==> src/cdt_pkg.sv <==
package cdt_pkg;

  // ==========================================================================
  // Register map
  localparam logic [3:0] CDT_ADDR_IRQ = 4'h4;
  localparam logic [3:0] CDT_ADDR_TEL_A = 4'h5;
  localparam logic [3:0] CDT_ADDR_TEL_B = 4'h6;
  localparam logic [3:0] CDT_ADDR_AUD_A = 4'h7;
  localparam logic [3:0] CDT_ADDR_AUD_B = 4'h8;
  localparam logic [3:0] CDT_ADDR_TOUCH = 4'h9;

  // ==========================================================================
  // Reset values
  localparam logic [15:0] CDT_RST_TEL_A = 16'h0010;
  localparam logic [15:0] CDT_RST_TEL_B = 16'h0000;
  localparam logic [15:0] CDT_RST_AUD_A = 16'h0009;
  localparam logic [15:0] CDT_RST_AUD_B = 16'h0000;
  localparam logic [15:0] CDT_RST_TOUCH = 16'h0000;

  // ==========================================================================
  // Writable bits of each register
  localparam logic [15:0] CDT_MASK_TEL_A = 16'h00ff;
  localparam logic [15:0] CDT_MASK_TEL_B = 16'he848;
  localparam logic [15:0] CDT_MASK_AUD_A = 16'h0fff;
  localparam logic [15:0] CDT_MASK_AUD_B = 16'he11f;
  localparam logic [15:0] CDT_MASK_TOUCH = 16'h000f;

  // ==========================================================================
  // Field positions
  localparam int CDT_DIV_LSB = 0;
  localparam int CDT_DIV_MSB = 6;
  localparam int CDT_TELECOM_EXTRA_GAIN_BIT = 7;
  localparam int CDT_TEL_VOICE_BIT = 3;
  localparam int CDT_TEL_CLIP_BIT = 4;
  localparam int CDT_TELECOM_INPUT_ATTENUATE_BIT = 6;
  localparam int CDT_TEL_SIDE_BIT = 11;
  localparam int CDT_MUTE_BIT = 13;
  localparam int CDT_IN_ENA_BIT = 14;
  localparam int CDT_OUT_ENA_BIT = 15;
  localparam int CDT_AUDIO_INPUT_GAIN_CODE_LSB = 7;
  localparam int CDT_AUDIO_INPUT_GAIN_CODE_MSB = 11;
  localparam int CDT_AUDIO_OUTPUT_ATTEN_CODE_LSB = 0;
  localparam int CDT_AUDIO_OUTPUT_ATTEN_CODE_MSB = 4;
  localparam int CDT_AUD_CLIP_BIT = 6;
  localparam int CDT_AUDIO_LOOPBACK_ON_BIT = 8;
  localparam int CDT_IRQ_TEL_BIT = 14;
  localparam int CDT_IRQ_AUD_BIT = 15;
  localparam int CDT_NUM_FLAGS = 4;

  // Flag slots: 0 telecom clip, 1 audio clip, 2 telecom irq, 3 audio irq
  localparam int CDT_FLAG_TEL_CLIP = 0;
  localparam int CDT_FLAG_AUD_CLIP = 1;
  localparam int CDT_FLAG_TEL_IRQ = 2;
  localparam int CDT_FLAG_AUD_IRQ = 3;

  // ==========================================================================
  // Carriers
  typedef struct packed {
    logic [6:0] telecom_rate_divisor;
    logic telecom_extra_gain;
    logic telecom_input_attenuate;
    logic telecom_voiceband_filter_on;
    logic sidetone_suppress_on;
    logic telecom_output_silence;
    logic telecom_rx_path_on;
    logic telecom_tx_path_on;
    logic [6:0] audio_rate_divisor;
    logic [4:0] audio_input_gain_code;
    logic [4:0] audio_output_atten_code;
    logic audio_loopback_on;
    logic audio_output_silence;
    logic audio_rx_path_on;
    logic audio_tx_path_on;
    logic panel_x_minus_drive;
    logic panel_x_plus_drive;
    logic panel_y_minus_drive;
    logic panel_y_plus_drive;
  } cdt_ctl_t;

  typedef struct packed {
    logic [15:0] tel_a;
    logic [15:0] tel_b;
    logic [15:0] aud_a;
    logic [15:0] aud_b;
    logic [15:0] touch;
    logic [15:0] rdata;
    logic rvalid;
    cdt_ctl_t ctl;
    logic [1:0] tel_sync;
    logic [1:0] aud_sync;
    logic tel_prev;
    logic aud_prev;
  } cdt_state_t;

  typedef struct packed {
    logic flag;
    logic last_written;
  } cdt_flag_state_t;

endpackage

==> src/cdt_sticky_flag.sv <==
`timescale 1ns/10ps
module cdt_sticky_flag
  import cdt_pkg::*;
(
  input wire logic ref_clk_in,
  input wire logic rst_n_in,
  input wire logic set_in,
  input wire logic wr_in,
  input wire logic wbit_in,
  output logic flag_out
);

  cdt_flag_state_t st;
  cdt_flag_state_t next_st;
  logic clear;

  // ==========================================================================
  // Set wins over a clear in the same cycle
  always_comb begin
    next_st = st;
    clear = wr_in && wbit_in && !st.last_written;
    if (wr_in) begin
      next_st.last_written = wbit_in;
    end
    next_st.flag = set_in || (st.flag && !clear);
  end

  always_ff @(posedge ref_clk_in or negedge rst_n_in) begin
    if (!rst_n_in) begin
      st <= '0;
    end else begin
      st <= next_st;
    end
  end

  assign flag_out = st.flag;
endmodule

==> src/cdt_regs.sv <==
`timescale 1ns/10ps
//==============================================================================
// Notes on behaviour
// Interrupt register bit 14 clears telecom clip interrupt on 0-to-1 write; reads pending.
// Interrupt register bit 15 clears audio clip interrupt on 0-to-1 write; reads pending.
// Telecom control A bits 0-6 hold rate divisor, reset 16; software uses 16-127.
// Telecom control A bit 7 enables extra 6 dB telecom input gain.
// Telecom control B bit 3 enables the telecom voice-band filter.
// Telecom control B bit 4 reads sticky telecom clip flag; 0-to-1 write clears.
// Telecom control B bit 6 attenuates telecom input and overrides extra gain.
// Telecom control B bit 11 turns on sidetone suppression.
// Telecom control B bit 13 mutes the telecom output.
// Telecom control B bit 14 turns on the telecom input path.
// Telecom control B bit 15 turns on the telecom output path.
// Audio control A bits 0-6 hold rate divisor, reset 9; software uses 6-127.
// Audio control A bits 7-11 hold input gain code, 0 to 46.5 dB.
// Audio control B bits 0-4 hold output attenuation code, 0 to 69 dB.
// Audio control B bit 6 reads sticky audio clip flag; 0-to-1 write clears.
// Audio control B bit 8 places the audio codec in loopback.
// Audio control B bit 13 mutes the audio output.
// Audio control B bit 14 turns on the audio input path.
// Audio control B bit 15 turns on the audio output path.
// Touch control bits 0-3 power minus-X, plus-X, minus-Y, plus-Y electrodes.
// Clear bits act only on a 0-to-1 change against the last written value.
module cdt_regs
  import cdt_pkg::*;
(
  input wire logic ref_clk_in,
  input wire logic rst_n_in,
  input wire logic reg_wr_in,
  input wire logic reg_rd_in,
  input wire logic [3:0] reg_addr_in,
  input wire logic [15:0] reg_wdata_in,
  input wire logic tel_clip_in,
  input wire logic aud_clip_in,
  output logic [15:0] reg_rdata_out,
  output logic reg_rvalid_out,
  output cdt_ctl_t ctl_out,
  output logic tel_clip_irq_pending_out,
  output logic aud_clip_irq_pending_out
);

  cdt_state_t st;
  cdt_state_t next_st;
  logic [CDT_NUM_FLAGS-1:0] flag_set;
  logic [CDT_NUM_FLAGS-1:0] flag_wr;
  logic [CDT_NUM_FLAGS-1:0] flag_wbit;
  logic [CDT_NUM_FLAGS-1:0] flags;
  logic [15:0] irq_word;

  function automatic logic reg_hit(input logic [3:0] addr, input logic [3:0] target);
    reg_hit = (addr == target);
  endfunction

  function automatic logic [15:0] merge(input logic [15:0] old_v, input logic [15:0] new_v,
                                        input logic [15:0] mask);
    merge = (old_v & ~mask) | (new_v & mask);
  endfunction

  // ==========================================================================
  // Sticky flags and their clear bits
  assign flag_set[CDT_FLAG_TEL_CLIP] = st.tel_sync[1];
  assign flag_set[CDT_FLAG_AUD_CLIP] = st.aud_sync[1];
  assign flag_set[CDT_FLAG_TEL_IRQ] = st.tel_sync[1] && !st.tel_prev;
  assign flag_set[CDT_FLAG_AUD_IRQ] = st.aud_sync[1] && !st.aud_prev;
  assign flag_wr[CDT_FLAG_TEL_CLIP] = reg_wr_in && reg_hit(reg_addr_in, CDT_ADDR_TEL_B);
  assign flag_wr[CDT_FLAG_AUD_CLIP] = reg_wr_in && reg_hit(reg_addr_in, CDT_ADDR_AUD_B);
  assign flag_wr[CDT_FLAG_TEL_IRQ] = reg_wr_in && reg_hit(reg_addr_in, CDT_ADDR_IRQ);
  assign flag_wr[CDT_FLAG_AUD_IRQ] = reg_wr_in && reg_hit(reg_addr_in, CDT_ADDR_IRQ);
  assign flag_wbit[CDT_FLAG_TEL_CLIP] = reg_wdata_in[CDT_TEL_CLIP_BIT];
  assign flag_wbit[CDT_FLAG_AUD_CLIP] = reg_wdata_in[CDT_AUD_CLIP_BIT];
  assign flag_wbit[CDT_FLAG_TEL_IRQ] = reg_wdata_in[CDT_IRQ_TEL_BIT];
  assign flag_wbit[CDT_FLAG_AUD_IRQ] = reg_wdata_in[CDT_IRQ_AUD_BIT];

  genvar gi;
  generate
    for (gi = 0; gi < CDT_NUM_FLAGS; gi++) begin : g_flag
      cdt_sticky_flag u_flag (
        .ref_clk_in(ref_clk_in),
        .rst_n_in(rst_n_in),
        .set_in(flag_set[gi]),
        .wr_in(flag_wr[gi]),
        .wbit_in(flag_wbit[gi]),
        .flag_out(flags[gi])
      );
    end
  endgenerate

  always_comb begin
    irq_word = '0;
    irq_word[CDT_IRQ_TEL_BIT] = flags[CDT_FLAG_TEL_IRQ];
    irq_word[CDT_IRQ_AUD_BIT] = flags[CDT_FLAG_AUD_IRQ];
  end

  // ==========================================================================
  // Register writes, reads and decoded controls
  always_comb begin
    next_st = st;
    // Clip inputs come from the analog side, two stages before use
    next_st.tel_sync = {st.tel_sync[0], tel_clip_in};
    next_st.aud_sync = {st.aud_sync[0], aud_clip_in};
    next_st.tel_prev = st.tel_sync[1];
    next_st.aud_prev = st.aud_sync[1];

    if (reg_wr_in) begin
      if (reg_hit(reg_addr_in, CDT_ADDR_TEL_A)) begin
        next_st.tel_a = merge(st.tel_a, reg_wdata_in, CDT_MASK_TEL_A);
      end
      if (reg_hit(reg_addr_in, CDT_ADDR_TEL_B)) begin
        next_st.tel_b = merge(st.tel_b, reg_wdata_in, CDT_MASK_TEL_B);
      end
      if (reg_hit(reg_addr_in, CDT_ADDR_AUD_A)) begin
        next_st.aud_a = merge(st.aud_a, reg_wdata_in, CDT_MASK_AUD_A);
      end
      if (reg_hit(reg_addr_in, CDT_ADDR_AUD_B)) begin
        next_st.aud_b = merge(st.aud_b, reg_wdata_in, CDT_MASK_AUD_B);
      end
      if (reg_hit(reg_addr_in, CDT_ADDR_TOUCH)) begin
        next_st.touch = merge(st.touch, reg_wdata_in, CDT_MASK_TOUCH);
      end
    end

    next_st.rvalid = reg_rd_in;
    next_st.rdata = '0;
    if (reg_rd_in) begin
      case (reg_addr_in)
        CDT_ADDR_IRQ: begin
          next_st.rdata = irq_word;
        end
        CDT_ADDR_TEL_A: begin
          next_st.rdata = st.tel_a;
        end
        CDT_ADDR_TEL_B: begin
          next_st.rdata = st.tel_b;
          next_st.rdata[CDT_TEL_CLIP_BIT] = flags[CDT_FLAG_TEL_CLIP];
        end
        CDT_ADDR_AUD_A: begin
          next_st.rdata = st.aud_a;
        end
        CDT_ADDR_AUD_B: begin
          next_st.rdata = st.aud_b;
          next_st.rdata[CDT_AUD_CLIP_BIT] = flags[CDT_FLAG_AUD_CLIP];
        end
        CDT_ADDR_TOUCH: begin
          next_st.rdata = st.touch;
        end
        default: begin
          next_st.rdata = '0;
        end
      endcase
    end

    next_st.ctl.telecom_rate_divisor = st.tel_a[CDT_DIV_MSB:CDT_DIV_LSB];
    next_st.ctl.telecom_input_attenuate = st.tel_b[CDT_TELECOM_INPUT_ATTENUATE_BIT];
    next_st.ctl.telecom_extra_gain = st.tel_a[CDT_TELECOM_EXTRA_GAIN_BIT] && !st.tel_b[CDT_TELECOM_INPUT_ATTENUATE_BIT];
    next_st.ctl.telecom_voiceband_filter_on = st.tel_b[CDT_TEL_VOICE_BIT];
    next_st.ctl.sidetone_suppress_on = st.tel_b[CDT_TEL_SIDE_BIT];
    next_st.ctl.telecom_output_silence = st.tel_b[CDT_MUTE_BIT];
    next_st.ctl.telecom_rx_path_on = st.tel_b[CDT_IN_ENA_BIT];
    next_st.ctl.telecom_tx_path_on = st.tel_b[CDT_OUT_ENA_BIT];
    next_st.ctl.audio_rate_divisor = st.aud_a[CDT_DIV_MSB:CDT_DIV_LSB];
    next_st.ctl.audio_input_gain_code = st.aud_a[CDT_AUDIO_INPUT_GAIN_CODE_MSB:CDT_AUDIO_INPUT_GAIN_CODE_LSB];
    next_st.ctl.audio_output_atten_code = st.aud_b[CDT_AUDIO_OUTPUT_ATTEN_CODE_MSB:CDT_AUDIO_OUTPUT_ATTEN_CODE_LSB];
    next_st.ctl.audio_loopback_on = st.aud_b[CDT_AUDIO_LOOPBACK_ON_BIT];
    next_st.ctl.audio_output_silence = st.aud_b[CDT_MUTE_BIT];
    next_st.ctl.audio_rx_path_on = st.aud_b[CDT_IN_ENA_BIT];
    next_st.ctl.audio_tx_path_on = st.aud_b[CDT_OUT_ENA_BIT];
    next_st.ctl.panel_x_minus_drive = st.touch[0];
    next_st.ctl.panel_x_plus_drive = st.touch[1];
    next_st.ctl.panel_y_minus_drive = st.touch[2];
    next_st.ctl.panel_y_plus_drive = st.touch[3];
  end

  always_ff @(posedge ref_clk_in or negedge rst_n_in) begin
    if (!rst_n_in) begin
      st <= '0;
      st.tel_a <= CDT_RST_TEL_A;
      st.tel_b <= CDT_RST_TEL_B;
      st.aud_a <= CDT_RST_AUD_A;
      st.aud_b <= CDT_RST_AUD_B;
      st.touch <= CDT_RST_TOUCH;
      st.ctl.telecom_rate_divisor <= CDT_RST_TEL_A[CDT_DIV_MSB:CDT_DIV_LSB];
      st.ctl.audio_rate_divisor <= CDT_RST_AUD_A[CDT_DIV_MSB:CDT_DIV_LSB];
    end else begin
      st <= next_st;
    end
  end

  assign reg_rdata_out = st.rdata;
  assign reg_rvalid_out = st.rvalid;
  assign ctl_out = st.ctl;
  assign tel_clip_irq_pending_out = flags[CDT_FLAG_TEL_IRQ];
  assign aud_clip_irq_pending_out = flags[CDT_FLAG_AUD_IRQ];
endmodule

==> config.mk <==
export PLATFORM = sky130hd
export DESIGN_NAME = cdt_regs
export DESIGN_NICKNAME = d
export VERILOG_FILES = /design/src/cdt_pkg.sv /design/src/cdt_sticky_flag.sv /design/src/cdt_regs.sv
export SDC_FILE = /design/constraint.sdc
export NUM_CORES = 1
export LEC_CHECK = 0
export BUFFER_PORTS_ARGS = -buffer_cell sky130_fd_sc_hd__buf_4
export CELL_PAD_IN_SITES_DETAIL_PLACEMENT = 1
export CELL_PAD_IN_SITES_GLOBAL_PLACEMENT = 2
export CORE_MARGIN = 4
export CORE_UTILIZATION = 41
export CTS_CLUSTER_SIZE = 40
export DETAILED_ROUTE_END_ITERATION = 6
export GPL_TIMING_DRIVEN = 0
export PLACE_DENSITY_LB_ADDON = 0.1
export SETUP_SLACK_MARGIN = 0.4
export SLEW_MARGIN = 20
export SYNTH_ARGS = -nofsm -noshare
export SYNTH_HDL_FRONTEND = slang
export SYNTH_HIERARCHICAL = 1
export SYNTH_SLANG_ARGS = --single-unit
export TNS_END_PERCENT = 5
==> constraint.sdc <==
create_clock -name ref_clk_in -period 2.9 [get_ports ref_clk_in]
set_clock_uncertainty 0.15 [all_clocks]
set_input_delay 0.435 -clock ref_clk_in [delete_from_list [all_inputs] [get_ports ref_clk_in]]
set_output_delay 0.435 -clock ref_clk_in [all_outputs]
set_load 0.02 [all_outputs]
==> reports/metrics.sh <==
FIRST_GLOBAL_VIAS=2679
ROUTE.VIAS.TOTAL=2490
TOP_CELL_TYPE_S_SHARE_OF_SYNTHESIZED_AREA=0.596
CTS_RESIZED=0
IRDROPWORSTVDD_V=0.000281
OUTCOME='complete, no violations'
DRTPASS1ITERATIONS=5
FINAL_NETS=414
FINAL_MIN_PERIOD_OVER_CLOCK_PERIOD=0.690
CTS_BUFFERS=9
DRC_ERRORS=0
REPORT.FINAL.SLEW_VIOL_COUNT=0
RR_ENDPOINT='reg_rdata_out[4]'
WORSTSETUPENDPOINTTYPE='flop'
CTS_SETUP_BUFFERS=0
GRT_PASS1_WL_MM=14.8
MAXCAPVIOLATIONS=0
WL_PER_CELL_MICRONS=17.0
WORST_SETUP_PATH_START_KIND='input port'
SYNTH-EDFF-COUNT=0
CLOCK-ROOT-BUFFER='clkbuf_8'
INSERTION_DELAY_NS=0.37
POSTSYNTHCELLCOUNT=296
FINAL_CELL_COUNT_NO_FILL=529
CLKTRANSATPATHREGS_NS=0.10
MEAN_AREA_PER_SYNTHESIZED_CELL_SQ_UM=14.6
POSTLAYOUTCOREUTIL=0.519
CRIT_ARRIVAL_NS=2.10
PLACE.DETAILED.HPWL_MM=6.07
GRT_ANTENNA_BEFORE_REPAIR=0
GPL.FINAL_WEIGHTED_CONGESTION=0.699
MAPPEDNETLISTNETS=322
COREAREA_SQ_MM=0.0103
ASYNC_FLOP_SHARE=1.00
TIGHTEST_SLEW_NS=0.964
GLOBAL_ROUTE.OVERFLOW_TOTAL=0
IO_PINS=84
SYNTH_COMMONEST_CELLS='dfrtp_1, buf_4, mux2_2'
MAXCLOCKFREQUENCY_MHz=500
PRIMARY_FF_MASTER_SYNTH='dfrtp_1'
GRT_UTIL_ALL_LAYERS=0.155
DIE-HEIGHT_MICRONS=111
HOLD_VIOLATIONS=0
CRIT_TYPE='input port to flop'
POST_SYNTH_INSTANCE_AREA_SQ_MM=0.00432
CTS_TREE='built'
FRACTION_OF_LAYOUT_CELLS_WITH_A_SIZE_SUFFIX_ABOVE_1=0.552
PLACE.DETAILED.INSTANCES=511
SYNTH_COMPOUND_GATE_AREA_SHARE=0.0397
DRT-VIAS-PER-INSTANCE=4.71
N_ANTENNA_CELL=0
TIMING.CRITICAL_PATH.FANOUT_MAX=10
SYNTH.YOSYS.SEQ_AREA_SHARE=0.633
MAXSLEWHEADROOM=0.352
ROWS=37
DOMINANT_COMBINATIONAL_CELL_FAMILY_BY_AREA_AFTER_SYNTHESIS='multiplexers'
MIN_PERIOD_NS=2.00
DRT-TOTAL-WL_MM=9.02
IO_BUFFERS=79
DIE_WIDTH_MICRONS=111
WORSTREGTOREGCELLS=3
AREA_CONTRIBUTORS_POST_SYNTH='dfrtp_1, buf_4, mux2_2'
LAYOUT-AREA-OVERHEAD-VS-SYNTH_PCT=23.5
YOSYS.CELL_TYPES.COUNT=34
DIEAREA_SQ_MM=0.0122
FINAL-SETUP-VIOL-COUNT=0
CTS_HTREE_LEVELS=3
CTS-ROOT-TO-SINK-BUFFERS=2
EFFECTIVE_UTILIZATION_AT_FLOORPLAN=0.421
CLOCK-SINKS=109
FLOP_TO_FLOP_SETUP_SLACK_NS=1.60
YOSYS.AREA_SHARE.XOR_XNOR=0
RSZ0062_AT_GRT='false'
YS_FF_LATCH=109
YOSYSMOSTFREQUENTCELL='dfrtp_1'
SEQUENTIAL_CELL_AREA_SQ_MM=0.00274
DETAILEDROUTE.FIRSTITERATIONVIOLATIONS=109
YOSYS.AREA.TOP_TYPE='dfrtp_1'
RR_STARTPOINT='next_st[28]'
LAYOUT.FILLER_CELLS=1081
HOLD_WC_PATH_TYPE='input port to async pin'
GRT_MAX_DEGREE=110
TOTALNEGATIVESETUPSLACK_NS=0
YOSYS.AREA_SHARE.ADDER=0
P_LEAK_nW=2.58
DETAIL-ROUTE-ANTENNA-NETS=0
POWER.DENSITY_CELL_AREA_mW_PER_MM2=712
MULTI_INPUT_LOGIC_AREA_SQ_MM=0.00112
SYNTH_MUX_AREA_FRAC=0.140
TOTAL_POWER_W=0.00380
YOSYS_WARNINGS=6
TIMING.CRITICAL_PATH.REQUIRED_NS=3.00
SYNTHSIMPLEGATEAREAFRAC=0.0753
-- stage by stage --
| stage | hold WS [ns] | setup slack [ns] | instance area [sq um] |
|---|---|---|---|
| global placement | 0.182 | 0.486 | 5080 |
| floorplan | -0.0106 | 0.893 | 4320 |
| CTS | 0.00868 | 0.851 | 5320 |
| detailed placement | 0.194 | 0.461 | 5090 |
| finish | 0.0397 | 0.899 | 5340 |
| global route | 0.0145 | 0.778 | 5340 |
-- worst max-delay path by stage --
stage | from | to | depth (start not counted)
6_report | reg_addr_in[3] | g_flag[2].u_flag/st[0] | 4
5_1_grt | reg_addr_in[0] | g_flag[2].u_flag/st[0] | 4
4_1_cts | reg_addr_in[0] | g_flag[2].u_flag/st[0] | 4
3_5_place_dp | reg_addr_in[0] | g_flag[2].u_flag/st[0] | 4
3_3_place_gp | reg_addr_in[0] | g_flag[2].u_flag/st[0] | 4
2_1_floorplan | reg_addr_in[3] | g_flag[2].u_flag/st[0] | 4
-- report_power, final --
| group | switching, W | total [W] | internal [W] |
|---|---|---|---|
| logic | 0.000383 | 0.000887 | 0.000504 |
| registers | 0.000144 | 0.00195 | 0.00181 |
| clock network | 0.000492 | 0.000963 | 0.000471 |
| total | 0.00102 | 0.00380 | 0.00278 |
-- logic make-up (layout without fill, tap and decap cells) --
group           Yosys count  after routing
flops                   109            109
other cells               1              1
mux                      49             49
compound gates           25             25
simple gates             45             45
buf+inv                  67            164
-- state kept, by name (all words and copies together), names as in the netlist --
register	flops
next_st	40
ctl_out	39
reg_rdata_out	16
g_flag.u_flag/flag_out	4
g_flag.u_flag/st	4
st	3
flag_set	2
reg_rvalid_out	1
-- critical path, stage by stage --
cell and delay [ns]:
buf_2 0.18, clkbuf_1 0.25, nor4_1 0.88, mux2_4 0.35
-- cell type report --
cell class	count	share of cell area
Sequential cell	109	0.513
Multi-Input combinational cell	120	0.210
Timing Repair Buffer	81	0.116
Buffer	65	0.0889
Tap cell	136	0.0319
Clock buffer	13	0.0317
Clock inverter	3	0.00821
Inverter	2	0.00141
-- per-layer routing --
metal  up-vias  track usage  routed length, microns
li1       1157            -                       -
met4         0       0.0706                     203
met1      1258        0.209                    4160
met2        63        0.236                    4260
met3        12       0.0409                     395
met5         -            0                       0
-- placed cells by master, fill, tap and decap left out, types with 2 or more instances in the layout --
master and n:
dfstp_2 6, a22oi_1 8, inv_2 2, nor4_4 2
dlygate4sd3_1 2, buf_4 135, dfrtp_1 103, mux2_4 14
a21oi_1 3, clkbuf_8 12, nand3_1 3, clkbuf_1 6
mux2_2 34, a222oi_1 2, nor2_1 14, nor3_1 2
nor2b_1 4, and4b_1 4, o21ai_0 4, and3_1 4
a31oi_1 5, nand3b_1 2, buf_6 3, nor4bb_1 3
-- what timing repair did --
item	in CTS	in global routing
endpoints found under the setup margin	0	0
hold endpoints to repair	1	1
hold buffers	1	1
No activity file was read; power rests on OpenSTA's default activity.
